$ cat config.mk
export PLATFORM = sky130hd
export DESIGN_NAME = hsr_shift_reg
export DESIGN_NICKNAME = d
export VERILOG_FILES = /design/src/common/hsr_pkg.sv /design/src/core/hsr_fifo.sv /design/src/core/hsr_shift_reg.sv
export SDC_FILE = /design/constraint.sdc
export NUM_CORES = 1
export LEC_CHECK = 0
export BUFFER_PORTS_ARGS = -buffer_cell sky130_fd_sc_hd__buf_2
export CORE_MARGIN = 5
export CORE_UTILIZATION = 65
export CTS_CLUSTER_DIAMETER = 150
export DETAILED_ROUTE_END_ITERATION = 10
export PLACE_DENSITY = 0.83
export SLEW_MARGIN = 20
export SYNTH_ARGS = -nofsm -noshare
export SYNTH_HDL_FRONTEND = slang
export SYNTH_SLANG_ARGS = --single-unit
$ cat constraint.sdc
create_clock -name clk -period 5.2 [get_ports clk]
set_clock_uncertainty 0.05 [all_clocks]
set_input_delay 0 -clock clk [delete_from_list [all_inputs] [get_ports clk]]
set_output_delay 0 -clock clk [all_outputs]
set_load 0.005 [all_outputs]
$ cat src/common/hsr_pkg.sv
// constants shared by the four-bit shift register and its command FIFO
package hsr_pkg;
  localparam int HSR_WIDTH = 4;
  localparam int HSR_SYNC_STAGES = 3;
  localparam int HSR_FIFO_DEPTH = 16;
  // command word: {load_select, serial_in, parallel_in}
  localparam int HSR_CMD_W = HSR_WIDTH + 2;
  localparam int HSR_CMD_LOAD_BIT = HSR_WIDTH + 1;
  localparam int HSR_CMD_SER_BIT = HSR_WIDTH;
  // pin vector layout after synchronisation
  localparam int HSR_PIN_W = HSR_WIDTH + 4;
  localparam int HSR_PIN_CLK_BIT = HSR_WIDTH + 3;
  localparam int HSR_PIN_CMD_LSB = 1;
  localparam int HSR_PIN_OE_BIT = 0;
  // reset values
  localparam logic HSR_CLK_LVL_RST = 1'b1;
  localparam logic HSR_OE_LVL_RST = 1'b0;
  localparam logic [HSR_PIN_W-1:0] HSR_PIN_RST = 8'h80;
  localparam logic [HSR_WIDTH-1:0] HSR_OUT_RST = 4'h0;
endpackage

$ cat src/core/hsr_fifo.sv
// parameterised flip-flop FIFO with valid/ready on both sides
`timescale 1ns/1ps
module hsr_fifo #(
  parameter int W = 6,
  parameter int D = 16
) (
  // clock and reset
  input wire logic clk,
  input wire logic rst,
  // fill side
  input wire logic in_valid,
  output logic in_ready,
  input wire logic [W-1:0] in_data,
  // drain side
  output logic out_valid,
  input wire logic out_ready,
  output logic [W-1:0] out_data
);
  localparam int AW = $clog2(D);

  logic [W-1:0] mem_q [D];
  logic [W-1:0] mem_d [D];
  logic [AW-1:0] wr_q, wr_d, rd_q, rd_d;
  logic [AW:0] cnt_q, cnt_d;
  logic push, pop;

  assign in_ready = (cnt_q != (AW+1)'(D));
  assign out_valid = (cnt_q != '0);
  assign out_data = mem_q[rd_q];
  assign push = in_valid && in_ready;
  assign pop = out_valid && out_ready;

  always_comb begin
    mem_d = mem_q;
    wr_d = wr_q;
    rd_d = rd_q;
    cnt_d = cnt_q;
    if (push) begin
      mem_d[wr_q] = in_data;
      wr_d = (wr_q == AW'(D-1)) ? '0 : wr_q + 1'b1;
    end
    if (pop) begin
      rd_d = (rd_q == AW'(D-1)) ? '0 : rd_q + 1'b1;
    end
    if (push && !pop) begin
      cnt_d = cnt_q + 1'b1;
    end else if (pop && !push) begin
      cnt_d = cnt_q - 1'b1;
    end
  end

  // storage needs no reset; only pointers and count are control state
  always_ff @(posedge clk) begin
    mem_q <= mem_d;
    if (rst) begin
      wr_q <= '0;
      rd_q <= '0;
      cnt_q <= '0;
    end else begin
      wr_q <= wr_d;
      rd_q <= rd_d;
      cnt_q <= cnt_d;
    end
  end

  property p_no_overfill;
    @(posedge clk) disable iff (rst)
    cnt_q <= (AW+1)'(D);
  endproperty
  a_no_overfill: assert property (p_no_overfill)
    else $error("fifo count above depth");
endmodule

$ cat src/core/hsr_shift_reg.sv
// four-bit shift register with parallel load and three-state outputs
`timescale 1ns/1ps
// Overview of operation
// - load_select high at a falling clock edge loads all stages in parallel.
// - load_select low shifts right, serial_in entering stage zero.
// - inputs sampled only at the falling edge; sender keeps them set up.
// - enable high drives outputs with the current stage contents, or with zero until the first command is applied.
// - enable low puts all four outputs in the off state.
// - output enable never affects loading or shifting.
module hsr_shift_reg
  import hsr_pkg::*;
#(
  parameter int WIDTH = HSR_WIDTH,
  parameter int DEPTH = HSR_FIFO_DEPTH
) (
  // clock and reset
  input wire logic clk,
  input wire logic rst,
  // pins from the driving logic
  input wire logic falling_edge_clock,
  input wire logic load_select,
  input wire logic serial_in,
  input wire logic [WIDTH-1:0] parallel_in,
  input wire logic output_drive_enable,
  // drain stall and capture status
  input wire logic stage_hold,
  output logic capture_ready,
  output logic stage_known,
  // three-state outputs
  output logic [WIDTH-1:0] tristate_out,
  output logic [WIDTH-1:0] tristate_oe
);
  // ****************************************
  // pin synchronisers
  // ****************************************
  logic [HSR_PIN_W-1:0] pin_s1_q, pin_s2_q, pin_s3_q;
  logic [HSR_PIN_W-1:0] pin_now;
  logic clk_lvl_q, clk_lvl_d, oe_lvl_q, oe_lvl_d;
  logic clk_agree, oe_agree, fall_evt;

  assign pin_now = {falling_edge_clock, load_select, serial_in,
                    parallel_in, output_drive_enable};
  assign clk_agree = pin_s2_q[HSR_PIN_CLK_BIT] == pin_s3_q[HSR_PIN_CLK_BIT];
  assign oe_agree = pin_s2_q[HSR_PIN_OE_BIT] == pin_s3_q[HSR_PIN_OE_BIT];

  always_comb begin
    clk_lvl_d = clk_agree ? pin_s3_q[HSR_PIN_CLK_BIT] : clk_lvl_q;
    oe_lvl_d = oe_agree ? pin_s3_q[HSR_PIN_OE_BIT] : oe_lvl_q;
  end

  // edge-only sampling
  // the command is taken from the third stage at the filtered falling edge
  assign fall_evt = clk_lvl_q && !clk_lvl_d;

  always_ff @(posedge clk) begin
    if (rst) begin
      pin_s1_q <= HSR_PIN_RST;
      pin_s2_q <= HSR_PIN_RST;
      pin_s3_q <= HSR_PIN_RST;
      clk_lvl_q <= HSR_CLK_LVL_RST;
      oe_lvl_q <= HSR_OE_LVL_RST;
    end else begin
      pin_s1_q <= pin_now;
      pin_s2_q <= pin_s1_q;
      pin_s3_q <= pin_s2_q;
      clk_lvl_q <= clk_lvl_d;
      oe_lvl_q <= oe_lvl_d;
    end
  end

  // ****************************************
  // command FIFO
  // ****************************************
  logic [HSR_CMD_W-1:0] cmd_in, cmd_out;
  logic cmd_in_ready, cmd_valid, cmd_pop;

  assign cmd_in = pin_s3_q[HSR_PIN_CMD_LSB +: HSR_CMD_W];
  // a stalled drain lets edges queue up; a full queue drops new edges
  assign cmd_pop = cmd_valid && !stage_hold;

  hsr_fifo #(
    .W(HSR_CMD_W),
    .D(DEPTH)
  ) u_fifo (
    .clk(clk),
    .rst(rst),
    .in_valid(fall_evt),
    .in_ready(cmd_in_ready),
    .in_data(cmd_in),
    .out_valid(cmd_valid),
    .out_ready(!stage_hold),
    .out_data(cmd_out)
  );

  // ****************************************
  // register stages
  // ****************************************
  logic [WIDTH-1:0] stage_bits_q, stage_bits_d;
  logic known_q, known_d;
  logic [WIDTH-1:0] out_q, out_d, oe_q, oe_d;
  logic ready_q;

  always_comb begin
    stage_bits_d = stage_bits_q;
    known_d = known_q || cmd_pop;
    if (cmd_pop) begin
      if (cmd_out[HSR_CMD_LOAD_BIT]) begin
        stage_bits_d = cmd_out[WIDTH-1:0];
      end else begin
        stage_bits_d = {stage_bits_q[WIDTH-2:0], cmd_out[HSR_CMD_SER_BIT]};
      end
    end
    out_d = known_d ? stage_bits_d : HSR_OUT_RST;
    // output enable gates only the drivers
    oe_d = {WIDTH{oe_lvl_d}};
  end

  // stages run free of the enable
  // stage bits have no reset: the device has none, contents start unknown
  always_ff @(posedge clk) begin
    stage_bits_q <= stage_bits_d;
    if (rst) begin
      known_q <= 1'b0;
      out_q <= HSR_OUT_RST;
      oe_q <= HSR_OUT_RST;
      ready_q <= 1'b0;
    end else begin
      known_q <= known_d;
      out_q <= out_d;
      oe_q <= oe_d;
      ready_q <= cmd_in_ready;
    end
  end

  assign tristate_out = out_q;
  assign tristate_oe = oe_q;
  assign stage_known = known_q;
  assign capture_ready = ready_q;

  // ****************************************
  // assertions
  // ****************************************
  property p_load;
    @(posedge clk) disable iff (rst)
    cmd_pop && cmd_out[HSR_CMD_LOAD_BIT] |=>
      tristate_out == $past(cmd_out[WIDTH-1:0]);
  endproperty
  a_load: assert property (p_load)
    else $error("parallel load not seen on outputs");

  property p_shift;
    @(posedge clk) disable iff (rst)
    cmd_pop && !cmd_out[HSR_CMD_LOAD_BIT] && known_q |=>
      tristate_out == {$past(stage_bits_q[WIDTH-2:0]),
                       $past(cmd_out[HSR_CMD_SER_BIT])};
  endproperty
  a_shift: assert property (p_shift)
    else $error("shift right result wrong");

  property p_hold_between;
    @(posedge clk) disable iff (rst)
    !cmd_pop && known_q |=> $stable(stage_bits_q);
  endproperty
  a_hold_between: assert property (p_hold_between)
    else $error("stages changed without a clock edge");

  // the driver flop follows the filtered level one edge later
  property p_drive;
    @(posedge clk) disable iff (rst)
    oe_lvl_d |=> tristate_oe == {WIDTH{1'b1}};
  endproperty
  a_drive: assert property (p_drive)
    else $error("outputs not driven while enabled");

  property p_off;
    @(posedge clk) disable iff (rst)
    !oe_lvl_d |=> tristate_oe == '0;
  endproperty
  a_off: assert property (p_off)
    else $error("outputs driven while disabled");

  property p_indep;
    @(posedge clk) disable iff (rst)
    cmd_pop && cmd_out[HSR_CMD_LOAD_BIT] && !oe_lvl_d |=>
      tristate_out == $past(cmd_out[WIDTH-1:0]) && tristate_oe == '0;
  endproperty
  a_indep: assert property (p_indep)
    else $error("disabled outputs blocked register update");

  property p_unknown;
    @(posedge clk) disable iff (rst)
    !known_q |-> tristate_out == HSR_OUT_RST;
  endproperty
  a_unknown: assert property (p_unknown)
    else $error("outputs show data before first load");

  property p_edge_push;
    @(posedge clk) disable iff (rst)
    fall_evt && cmd_in_ready && !cmd_valid ##1 !stage_hold
      |-> cmd_pop && cmd_out == $past(cmd_in);
  endproperty
  a_edge_push: assert property (p_edge_push)
    else $error("falling edge not applied to stages");

  c_load: cover property (@(posedge clk) disable iff (rst)
    cmd_pop && cmd_out[HSR_CMD_LOAD_BIT]);
  c_shift: cover property (@(posedge clk) disable iff (rst)
    cmd_pop && !cmd_out[HSR_CMD_LOAD_BIT]);
  c_full: cover property (@(posedge clk) disable iff (rst) !cmd_in_ready);
  c_off_update: cover property (@(posedge clk) disable iff (rst)
    cmd_pop && !oe_lvl_q);
endmodule

# After elaboration in Yosys (flattened, before gate mapping)
# Index checks and enable logic that the tools add are counted.
[totals]
wordCells = 72
ram_bits = 0
latch_bits = 0
out_inout_bits = 10
romBits = 0
register_bits = 146
memories = 0
[classes]
add_sub_neg = 4
eq_ne = 5
mux = 14
n_div = 0
reduce_logical = 14
shifts = 0
bitwise_logic = 3
n_lt_le_gt_ge = 3
n_mul = 0
[ops]
columns = ["operator", "count"]
rows = [
  ["96-bit bitwise mux", 1],
  ["6-bit binary-select mux with 4-bit select", 1],
  ["6-bit demux with 4-bit select", 1],
  ["6-bit two-way mux", 3],
  ["4-bit two-way mux", 4],
  ["5-bit >= comparator, second input constant", 2],
  ["5-bit two-way mux", 2],
  ["4-bit NOT with 5-bit output", 2],
  ["4-bit by 1-bit adder with 4-bit output, second input constant", 2],
  ["4-bit == test, second input constant", 2],
  ["1-bit logical AND", 6],
  ["5-bit by 1-bit adder with 5-bit output, second input constant", 1],
  ["5-bit by 1-bit less-than comparator with 1-bit output, second input constant", 1],
  ["5-bit inequality test, second input constant", 1],
  ["5-bit nonzero test", 1],
  ["5-bit by 1-bit subtractor with 5-bit output, second input constant", 1],
  ["1-bit zero test", 4],
  ["1-bit == test", 2],
  ["1-bit two-way mux", 2],
  ["2-bit nonzero test", 1],
  ["2-bit OR reduction", 1],
  ["1-bit logical OR", 1],
  ["1-bit NOT", 1],
]

# Depth between registers and ports, before layout
# Gate-level depths: netlist (run 1).
[depth]
word_depth = 9
mapped_depth = 12

# Hierarchy
# A second synthesis (run 1) with hierarchy kept.
[unflattened]
hier_cells = 374
hier_area_um2 = 5699.2
[by_module_without_submodules]
columns = ["module", "area_each_um2", "seq_area_each_um2", "instances", "cells_each"]
rows = [
  ["hsr_fifo", 4541.9, 3143.0, 1, 271],
  ["hsr_shift_reg", 1157.4, 720.7, 1, 103],
]

# Worst setup path after synthesis (run 1)
# OpenSTA, ideal clock, no wires.
[synth_timing]
path_type = "reg2reg"
start = "register u_fifo.cnt_q[0]"
end = "register u_fifo.cnt_q[4]"
t_arrival_ns = 2.783
path_buffers = 1
setup_time_ns = 0.070
path_stages_with_launch = 13
period_less_slack_ns = 2.903
slack_ns = 2.297
cell_sequence = "dfxtp_1 nor4_1 a21oi_1 clkbuf_1 inv_1 ha_1 inv_1 ha_1 a21o_1 a21oi_1 xnor2_1 or3_1 a21oi_1"
[synth_via]
elab_chain_cells = 5
elab_cells_between_ends = 13
[synth_rtl]
columns = ["element", "line_no", "source"]
rows = [
  ["from (decl)", "hsr_fifo.sv:24", "logic [AW:0] cnt_q, cnt_d;"],
  ["from (signal assigned)", "hsr_fifo.sv:62", "cnt_q <= cnt_d;"],
  ["from (signal assigned)", "hsr_fifo.sv:68", "cnt_q <= (AW+1)'(D);"],
  ["parallel branches: the longest is 5 deep, another holds 5-bit by 1-bit subtractor with 5-bit output", "n/a", ""],
]
# Parallel ways; which one is timed is not known. The select of a mux whose other input is x is not followed.
# A chain may end at the register's enable or synchronous reset.

# Final worst setup path (run 1)
# Ends and elaborated chain as after synthesis.

==> results of run 1 <==
-- report_power, final --
group,internal (uW),leakage [uW],switching [uW]
logic,213,0.000778,193
clock network,731,0.000295,470
registers,1280,0.00129,80.0
total,2230,0.00236,744
-- worst max-delay path: cells and delay by family (launching register included) --
kind / cells / cell delay [ns]
xor+xnor: 1 / 0.11
buf+inv: 3 / 0.42
simple gates: 2 / 0.87
flops: 1 / 0.35
fa+ha+maj: 2 / 0.59
compound gates: 4 / 0.62
-- cell families after synthesis --
logic type / Yosys count / share of synthesized area
buffers and inverters: 28 / 0.0283
adders and majority gates: 10 / 0.0236
DFF: 145 / 0.688
xor gates and xnor gates: 6 / 0.00936
muxes: 39 / 0.138
AOI/OAI and AO/OA: 37 / 0.0392
and+or+nand+nor: 76 / 0.0733
-- metrics by stage --
step           instances  utilization
2_1_floorplan        341            -
3_3_place_gp         453        0.673
3_5_place_dp         453        0.673
4_1_cts              502        0.763
5_1_grt              502        0.763
6_report             502        0.763
-- worst paths after layout --
kind / slack, ns / cells past startpoint / startpoint / to
worst max-delay path: 2.11 / 12 / u_fifo.cnt_q[0] / u_fifo.cnt_q[4]
worst min-delay path: 0.16 / 3 / falling_edge_clock / pin_s1_q[7]
worst max register to register: 2.11 / 12 / u_fifo.cnt_q[0] / u_fifo.cnt_q[4]
worst min register to register: 0.36 / 1 / pin_s1_q[7] / pin_s2_q[7]
-- Yosys cell counts, types with 4 or more instances --
master,number,area [sq um]
clkbuf_1,8,30.0
nor2b_1,21,131
buf_4,4,30.0
buf_2,4,20.0
inv_1,8,30.0
a21oi_1,18,90.1
a31oi_1,4,25.0
and3_1,4,25.0
nor2_1,19,71.3
dfxtp_1,49,981
edfxtp_1,96,2880
mux4_1,11,289
and2_1,13,81.3
ha_1,9,113
mux4_2,16,360
mux2i_1,10,100
nand2_1,8,30.0
-- routing by layer --
layer | global-route usage | share of wire | vias to the layer above
met4 | 0.0707 | 0.010 | 0
met3 | 0.0602 | 0.070 | 12
met1 | 0.278 | 0.39 | 1476
met2 | 0.374 | 0.53 | 140
met5 | 0 | 0 | -
li1 | - | - | 1370
-- registers in the layout (all words and copies together), names as in the netlist --
| register | flops |
|---|---|
| u_fifo.mem_q | 96 |
| pin_s1_q | 8 |
| pin_s2_q | 8 |
| pin_s3_q | 8 |
| u_fifo.cnt_q | 5 |
| stage_bits_q | 4 |
| tristate_out | 4 |
| u_fifo.rd_q | 4 |
| u_fifo.wr_q | 4 |
| capture_ready | 1 |
| clk_lvl_q | 1 |
| stage_known | 1 |
| tristate_oe | 1 |
-- layout make-up --
class	instances	area, sq um
clock buffer	19	453
clock inverter	13	146
fill	449	2030
inverter	8	30.0
multi-input combinational	168	1590
sequential	145	3860
tap	108	135
timing repair buffer	41	300
==> results.md, run 1 <==
* Outcome: completed
* Main flop type after synthesis: edfxtp_1
* Initial Utilization at 0.657
* DRT iter0 DRCs at 249
* Vias at 2998
* Vias in the first global route at between 3000 and 4000
* Max IR drop VDD at 0.240 mV
* Layout overhead on the synthesized area at 16.2%
* Placement Setup Slack at around 2.2 ns
* Startpoint class of the critical path: flop
* # H-tree levels at 4
* First-pass GRT wire length at 16.6 mm
* Max Slew Vio Count at 0
* Gr usage total at 0.220
* Setup CP Type: flop to flop
* Final HPWL DP at 6.48 mm
* CP Max Fanout at 19
* Num rows at 34
* Finished layout cell area at 6520 sq um
* Yosys reg bits at 145
* Netlist cell types at 40
* Final Hold Fails at 0
* Vias per inst at roughly 6.0
* Cell mode on critical path: a21oi_1
* Cells after synthesis at 341
* Critical Path AT at around 3.5 ns
* DIE AREA at around 11000 sq um
* Setup TNS at 0 ns
* Post-route total power at 2970 uW
* Hold Buf Count CTS at 17
* Drt drc at 0
* Final setup margin at 2.11 ns
* Clock Sink Count at about 150
* Routed WL per cell at 21.2 um
* Synthesized Nets at around 360
* Total congestion overflow at 0
* Port Buf Inserts at 20
* Die Span X at 103 um
* First-pass detailed-route iteration total at 5
* # diodes at 0
* Initial antenna violation count at 0
* Tmin final at 3.09 ns
* Setup repair bufs after CTS at 0
* Area after DPL at 5750 sq um
* Synth warn at 0
* Clk pin slew, worst setup/hold paths at 0.06 ns
* CTS Buffer Depth at 2
* Routability cong. at 0.871
* Die height at a little over 100 um
* Post-synth EDFFs at 96
* Part of the cycle the worst path needs at 0.594
* Mapped Area at 5610 sq um
* Crit end category: flop
* Most common cell after layout, fill and taps aside: edfxtp_1
* CTS tree: done
* Root buffer cell: clkbuf_8
* Largest net degree at the start of global routing at 42
* P per Cell Area at 455 nW/um^2
* Share of flip-flops with an asynchronous set or reset at 0
* Final WL at 10.6 mm
* Worst rel slew slack at 0.286
* CP Data Required Time at ~5.6 ns
* Slew @ Worst Pin at 1.07 ns
* CTS Buf Count at 17
* Antenna Nets Post-Route at 0
* Most frequent cells in the layout: 96 x edfxtp_1, 49 x dfxtp_1, 21 x nor2b_1, 20 x buf_2, 19 x nor2_1
* Leakage at 0.00236 uW
* FMAX at 324 MHz
* Latest clock arrival within the worst-skew pair at roughly 0.52 ns
* Slowest stage cell, crit path: nor4_1
* Final net count at 402
* I/O pins at 21
* Seq/Total Area, Yosys at 0.688
* Final setup viols at 0
* Hold Crit Class: input port to flop
* Post-cts sizing count at 0
* Core area at 8550 sq um
* Worst hold slack at ~0.16 ns
* Syn_area_per_cell at 16.5 sq um
* Biggest cell delay along the critical path at ~0.56 ns
* Cells along the critical path: nor4_1 -> a21oi_1 -> buf_4 -> inv_1 -> ha_1 -> inv_1 -> fa_1 -> a21o_1 -> a21oi_1 -> xnor2_1 -> or3_1 -> a21oi_1
* Share of cells above drive strength 1 at 0.195
* RSZ-0062 raised after global routing: false
* Max-Cap Viols at 0
(Power assumes the default switching activity.)
==> inputs of run 2 (changes only) <==
Settings changed: CORE_UTILIZATION 65 to 55, PLACE_DENSITY 0.83 to 0.75.
Clock period 5.2 ns to 2.8 ns, I/O delays scaled along.
==> run 2 against run 1 <==
Compared with the run above: worst setup slack worse by 1.9 ns; final cell count up 5.6%; critical endpoint unchanged; sequential power up 82%.
==> results.md, run 2 (synthesis results as in run 1) <==
* Outcome: completed (unchanged)
* Placement Setup Slack at 0.0105 ns (was 2.20 ns)
* Port Buf Inserts at 20 (unchanged)
* CP Max Fanout at 4 (was 19)
* Setup CP Type: flop to flop (unchanged)
* Routability cong. at 0.779 (was 0.871)
* Latest clock arrival within the worst-skew pair at 0.52 ns (about the same)
* Antenna Nets Post-Route at 0 (unchanged)
* Tmin final at 2.62 ns (was 3.09 ns)
* Part of the cycle the worst path needs at 0.935 (was 0.594)
* Cells along the critical path: nor4_4 -> buf_4 -> a21oi_2 -> inv_1 -> ha_2 -> inv_2 -> fa_2 -> a21o_1 -> a21oi_2 -> xnor2_1 -> or3_1 -> a21oi_1 (was nor4_1 -> a21oi_1 -> buf_4 -> inv_1 -> ha_1 -> inv_1 -> fa_1 -> a21o_1 -> a21oi_1 -> xnor2_1 -> or3_1 -> a21oi_1)
* Vias per inst at 5.53 (was 5.97)
* Hold Crit Class: input port to flop (unchanged)
* Vias in the first global route at 3059 (was 3117)
* Final Hold Fails at 0 (unchanged)
* Crit path depth at 12 (unchanged)
* I/O pins at 21 (unchanged)
* Max IR drop VDD at 0.709 mV (was 0.240 mV)
* Reg with most FFs: u_fifo.mem_q (unchanged)
* Critical Path AT at 3.01 ns (was 3.48 ns)
* Final setup margin at 0.182 ns (was 2.11 ns)
* P per Cell Area at 824 nW/um^2 (was 455 nW/um^2)
* Crit end category: flop (unchanged)
* Biggest cell delay along the critical path at 0.36 ns (was 0.56 ns)
* Multi-input logic area at 1650 sq um (was 1590 sq um)
* Initial Utilization at 0.569 (was 0.657)
* Core area at 9860 sq um (was 8550 sq um)
* Fill cell count at 613 (was 449)
* Die height at 111 um (was 103 um)
* Most frequent cells in the layout: 96 x edfxtp_1, 48 x dfxtp_1, 21 x nor2b_1, 20 x buf_2, 19 x nor2_1 (was 96 x edfxtp_1, 49 x dfxtp_1, 21 x nor2b_1, 20 x buf_2, 19 x nor2_1)
* Reg-to-reg slack, setup at 0.18 ns (was 2.11 ns)
* CTS Buffer Depth at 2 (unchanged)
* DRT iter0 DRCs at 224 (was 249)
* Top Family by Delay on Critical Path: simple AND/OR/NAND/NOR gates (unchanged)
* CP Data Required Time at 3.19 ns (was 5.59 ns)
* First-pass GRT wire length at 16.7 mm (was 16.6 mm)
* Final HPWL DP at 6.03 mm (was 6.48 mm)
* Max Slew Vio Count at 0 (unchanged)
* Num rows at 36 (was 34)
* Setup repair bufs after CTS at 0 (unchanged)
* Worst rel slew slack at 0.506 (was 0.286)
* Cell mode on critical path: a21oi_2 (was a21oi_1)
* Slew @ Worst Pin at 0.741 ns (was 1.07 ns)
* Clk pin slew, worst setup/hold paths at 0.07 ns (was 0.06 ns)
* CTS Buf Count at 17 (unchanged)
* Vias at 2930 (was 2998)
* # diodes at 0 (unchanged)
* Startpoint class of the critical path: flop (unchanged)
* Clock Sink Count at 145 (unchanged)
* Final net count at 405 (was 402)
* Worst R2R End: u_fifo.cnt_q[4] (unchanged)
* First-pass detailed-route iteration total at 4 (was 5)
* Gr usage total at 0.180 (was 0.220)
* Critical Path Source: u_fifo.cnt_q[3] (was u_fifo.cnt_q[0])
* Largest net degree at the start of global routing at 42 (unchanged)
* CTS tree: done (unchanged)
* # H-tree levels at 4 (unchanged)
* Total congestion overflow at 0 (unchanged)
* Leakage at 0.00234 uW (was 0.00236 uW)
* Die Span X at 111 um (was 103 um)
* RSZ-0062 raised after global routing: false (unchanged)
* Max reg flops at 96 (unchanged)
* Register Area at 3860 sq um (about the same)
* DIE AREA at 12300 sq um (was 10600 sq um)
* Drt drc at 0 (unchanged)
* Max-Cap Viols at 0 (unchanged)
* R2R Path Start: u_fifo.cnt_q[3] (was u_fifo.cnt_q[0])
* Share of cells above drive strength 1 at 0.224 (was 0.195)
* FMAX at 382 MHz (was 324 MHz)
* Slowest stage cell, crit path: fa_2 (was nor4_1)
* Layout overhead on the synthesized area at 17.5% (was 16.2%)
* Final WL at 10.4 mm (was 10.6 mm)
* Critical Path End: u_fifo.cnt_q[4] (unchanged)
* Setup TNS at 0 ns (unchanged)
* FF-to-FF path depth at 12 (unchanged)
* Most common cell after layout, fill and taps aside: edfxtp_1 (unchanged)
* Final setup viols at 0 (unchanged)
* Root buffer cell: clkbuf_8 (unchanged)
* Sum of buffers and inverters on the critical path at 3 (unchanged)
* Initial antenna violation count at 0 (unchanged)
* Routed WL per cell at 19.5 um (was 21.2 um)
-- run 2: cell types whose count changed in the layout (fill, tap and decap cells not counted), sizes merged --
cell         change
clkinvlp         +3
bufinv           -2
clkbuf           -2
clkinv           -2
inv              +3
buf              +4
dlygate4sd3      -1
-- run 2: cell type report --
cell class / instances / area share
tap: 133 / 0.0252
timing repair buffer: 44 / 0.0524
clock buffer: 17 / 0.0628
clock inverter: 15 / 0.0188
multi-input combinational: 168 / 0.250
inverter: 8 / 0.00455
sequential: 145 / 0.586
-- run 2: what timing repair did --
action	4_1_cts	5_1_grt
hold buffers	16	0
endpoints found under the setup margin	1	1
hold endpoints to repair	39	0
resized for setup	1	8
gates cloned	0	0
pin swaps	0	2
-- run 2: worst min-delay path by stage --
stage | start | to | slack (ns) | depth (start not counted)
6_report | falling_edge_clock | pin_s1_q[7] | 0.15 | 3
5_1_grt | falling_edge_clock | pin_s1_q[7] | 0.15 | 3
4_1_cts | falling_edge_clock | pin_s1_q[7] | 0.13 | 3
3_5_place_dp | falling_edge_clock | pin_s1_q[7] | 0.14 | 2
3_3_place_gp | falling_edge_clock | pin_s1_q[7] | 0.14 | 2
2_1_floorplan | falling_edge_clock | pin_s1_q[7] | 0.05 | 1
-- run 2: per-layer routing --
| metal | track usage | routed length [um] | part of all wire |
|---|---|---|---|
| met5 | 0 | 0 | 0 |
| met3 | 0.0524 | 384 | 0.037 |
| met4 | 0.0616 | 163 | 0.016 |
| met1 | 0.224 | 4290 | 0.41 |
| met2 | 0.303 | 5530 | 0.53 |
-- run 2: power by group --
part | total [uW] | switching, uW | internal [uW]
registers | 2470 | 88.1 | 2380
clock network | 2060 | 943 | 1110
logic | 906 | 439 | 467
-- run 2: worst register-to-register path, delay by kind of cell, from the launching register on --
kind / cells / cell delay, ns
buffers and inverters: 3 / 0.32
DFF: 1 / 0.35
adders and majority gates: 2 / 0.56
and+or+nand+nor: 2 / 0.65
xor gates and xnor gates: 1 / 0.09
AOI/OAI and AO/OA: 4 / 0.52
-- run 2: per-stage QoR --
step,cell area (sq um),power [uW],cells,utilization,hold slack [ns]
after global placement,5850,3320,482,0.593,0.137
after floorplan,5630,3130,341,-,0.0538
final,6600,5430,530,0.669,0.152
after detailed placement,5850,3350,482,0.593,0.139
after global routing,6600,5680,530,0.669,0.150
after CTS,6550,5410,530,0.664,0.129
==> inputs of run 3 (changes only) <==
Settings changed: CORE_ASPECT_RATIO set to 1.5, SYNTH_HIERARCHICAL set to 1.
==> run 3 against run 2 <==
Compared with the run above: clock power is 4% higher; die area is 1.7% higher; sequential share of layout area is 0.28 points lower; worst hold slack better by 0.12 ns; critical endpoint is now u_fifo/cnt_q[3]; via count is 8.6% higher; register-to-register slack worse by 0.09 ns.
==> results.md, run 3 <==
* Outcome: completed (unchanged)
* Die Span X at 93.1 um (was 111 um)
* Busiest grt layer: met2 (unchanged)
* Main flop type after synthesis: edfxtp_1 (unchanged)
* CTS tree: done (unchanged)
* Post-synth EDFFs at 96 (unchanged)
* Vias in the first global route at 3380 (was 3059)
* Cells after synthesis at 374 (was 341)
* Netlist cell types at 45 (was 40)
* Syn_area_per_cell at 15.2 sq um (was 16.5 sq um)
* Routability cong. at 0.790 (was 0.779)
* Die height at 135 um (was 111 um)
* Root buffer cell: clkbuf_16 (was clkbuf_8)
* Routed WL per cell at 20.0 um (was 19.5 um)
* Leakage at 0.00237 uW (was 0.00234 uW)
* Yosys reg bits at 145 (unchanged)
* Clock Sink Count at 145 (unchanged)
* Largest net degree at the start of global routing at 28 (was 42)
* Yosys top cell by area: edfxtp_1 (unchanged)
* Share of the synthesized area in the top cell type at 0.506 (was 0.513)
* Hold Crit Class: input port to flop (unchanged)
* Worst rel slew slack at 0.535 (was 0.506)
* Tmin final at 2.71 ns (was 2.62 ns)
* DIE AREA at 12500 sq um (was 12300 sq um)
* Final setup viols at 0 (unchanged)
* Layout Cells excl Fill at 546 (was 530)
* CP Max Fanout at 5 (was 4)
* Max reg flops at 96 (unchanged)
* Antenna Nets Post-Route at 0 (unchanged)
* M3 GR Usage at 0.0518 (was 0.0524)
* Seq/Total Area, Yosys at 0.678 (was 0.688)
* Most common cell after layout, fill and taps aside: edfxtp_1 (unchanged)
* Post-route total power at 5580 uW (was 5430 uW)
* Reg with most FFs: u_fifo/mem_q (was u_fifo.mem_q)
* Grt met1 use at 0.217 (was 0.224)
* Top cells by area, synth: edfxtp_1 51%, dfxtp_1 17%, mux4_2 7.1% (was edfxtp_1 51%, dfxtp_1 17%, mux4_2 6.4%)
* Reg-to-reg slack, setup at 0.09 ns (was 0.18 ns)
* Latest clock arrival within the worst-skew pair at 0.42 ns (was 0.52 ns)
* Port Buf Inserts at 20 (unchanged)
* Most frequent cells after synthesis: 96 x edfxtp_1, 49 x dfxtp_1, 27 x nor2_1 (was 96 x edfxtp_1, 49 x dfxtp_1, 21 x nor2b_1)
* Synthesized Nets at 395 (was 362)
* P per Cell Area at 843 nW/um^2 (was 824 nW/um^2)
* Core area at 10100 sq um (was 9860 sq um)
* Final net count at 437 (was 405)
* Dpl cells at 503 (was 482)
* CP Data Required Time at 3.04 ns (was 3.19 ns)
* First-pass GRT wire length at 17.7 mm (was 16.7 mm)
* Share of cells above drive strength 1 at 0.254 (was 0.224)
* FMAX at 369 MHz (was 382 MHz)
* Part of the cycle the worst path needs at 0.968 (was 0.935)
* Placement Setup Slack at 0.118 ns (was 0.0105 ns)
* Final HPWL DP at 6.87 mm (was 6.03 mm)
* Most frequent cell after synthesis: edfxtp_1 (unchanged)
* Max IR drop VDD at 0.738 mV (was 0.709 mV)
* Setup CP Type: flop to flop (unchanged)
* Setup repair bufs after CTS at 0 (unchanged)
* Initial Utilization at 0.562 (was 0.569)
* Mapped Area at 5700 sq um (was 5610 sq um)
* CTS Buffer Depth at 2 (unchanged)
* Crit end category: flop (unchanged)
* Met2 GRT Util at 0.336 (was 0.303)
* Startpoint class of the critical path: flop (unchanged)
* Share of flip-flops with an asynchronous set or reset at 0 (unchanged)
* First-pass detailed-route iteration total at 5 (was 4)
* # H-tree levels at 4 (unchanged)
* DRT iter0 DRCs at 284 (was 224)
* # diodes at 0 (unchanged)
* Drt drc at 0 (unchanged)
* Gr usage total at 0.191 (was 0.180)
* Most frequent cells in the layout: 96 x edfxtp_1, 48 x dfxtp_1, 27 x nor2_1, 23 x nor2b_1, 20 x buf_2 (was 96 x edfxtp_1, 48 x dfxtp_1, 21 x nor2b_1, 20 x buf_2, 19 x nor2_1)
* Num rows at 45 (was 36)
* Synth warn at 6 (was 0)
* Max Slew Vio Count at 0 (unchanged)
* I/O pins at 21 (unchanged)
* Vias at 3182 (was 2930)
* Total congestion overflow at 0 (unchanged)
* Finished layout cell area at 6630 sq um (was 6600 sq um)
* Slew @ Worst Pin at 0.695 ns (was 0.741 ns)
* CTS Buf Count at 17 (unchanged)
* Final Hold Fails at 0 (unchanged)
* Layout overhead on the synthesized area at 16.3% (was 17.5%)
* Vias per inst at 5.83 (was 5.53)
* Worst hold slack at 0.271 ns (was 0.152 ns)
* Area after DPL at 5920 sq um (was 5850 sq um)
* Clk pin slew, worst setup/hold paths at 0.06 ns (was 0.07 ns)
* Final setup margin at 0.0907 ns (was 0.182 ns)
* Initial antenna violation count at 0 (unchanged)
* Max-Cap Viols at 0 (unchanged)
* Final WL at 10.9 mm (was 10.4 mm)
* Critical Path AT at 2.95 ns (was 3.01 ns)
* Fill cell count at 671 (was 613)
## run 3: cell count changes after synthesis, moves of 4 or more
cell,delta
and2_1,-13
nor3_1,+8
nor2_1,+8
a31oi_1,+5
a22oi_1,+6
mux4_1,-11
mux2_2,+6
o221ai_1,+6
a41o_1,+4
a21oi_1,-9
mux2i_1,+4
nand2_1,+11
## run 3: report_power, final
part / switching, uW / total [uW] / internal (uW) / leakage [uW]
Sequential: 111 / 2480 / 2370 / 0.00128
Clock: 812 / 2150 / 1330 / 0.000297
Combinational: 470 / 958 / 488 / 0.000793
Total: 1390 / 5580 / 4190 / 0.00237
## run 3: critical path: stages (launching register included)
cell,delay (ns)
dfxtp_1,0.37
or4_4,0.60
o21ai_4,0.16
ha_1,0.20
inv_2,0.08
ha_1,0.29
a21o_2,0.21
a21oi_1,0.18
nor4_1,0.06
or3_1,0.38
## run 3: cell type report
type,instances,area [sq um],area share
flip-flops and latches,145,3860,0.583
repair buffers,48,338,0.0510
inverters,7,26.3,0.00397
multi-input cells,197,1670,0.252
well taps,117,146,0.0221
clock buffers,25,539,0.0814
clock inverters,7,42.5,0.00642
## run 3: cell families after synthesis
logic type,share of synthesized area
adder cells (fa/ha/maj),0.0233
buffers and inverters,0.0325
flip-flops,0.678
multiplexers,0.110
AND/OR/NAND/NOR,0.0861
XOR/XNOR,0.00615
AO/OA/AOI/OAI,0.0645
## run 3: path summary, 6_finish.rpt
| check | from | endpoint | depth (start not counted) |
|---|---|---|---|
| setup / recovery | u_fifo/cnt_q[0] | u_fifo/cnt_q[3] | 9 |
| hold / removal | falling_edge_clock | pin_s1_q[7] | 3 |
| setup reg to reg | u_fifo/cnt_q[0] | u_fifo/cnt_q[3] | 9 |
| hold reg to reg | pin_s1_q[7] | pin_s2_q[7] | 1 |
## run 3: what timing repair did
action                     in CTS  in global routing
setup endpoints to repair       0                  2
hold endpoints to repair       22                  0
hold buffers                   11                  0
resized for setup               0                  4
## run 3: per-layer routing
layer | up-vias | part of all wire
met5 | - | 0
met4 | 0 | 0.025
met3 | 17 | 0.034
met2 | 89 | 0.55
met1 | 1589 | 0.39
li1 | 1487 | -
## run 3: metrics by stage
stage,utilization,setup TNS [ns]
finish,0.654,0
global route,0.654,-0.0118
CTS,0.652,0
detailed placement,0.584,0
global placement,0.584,0
floorplan,-,0
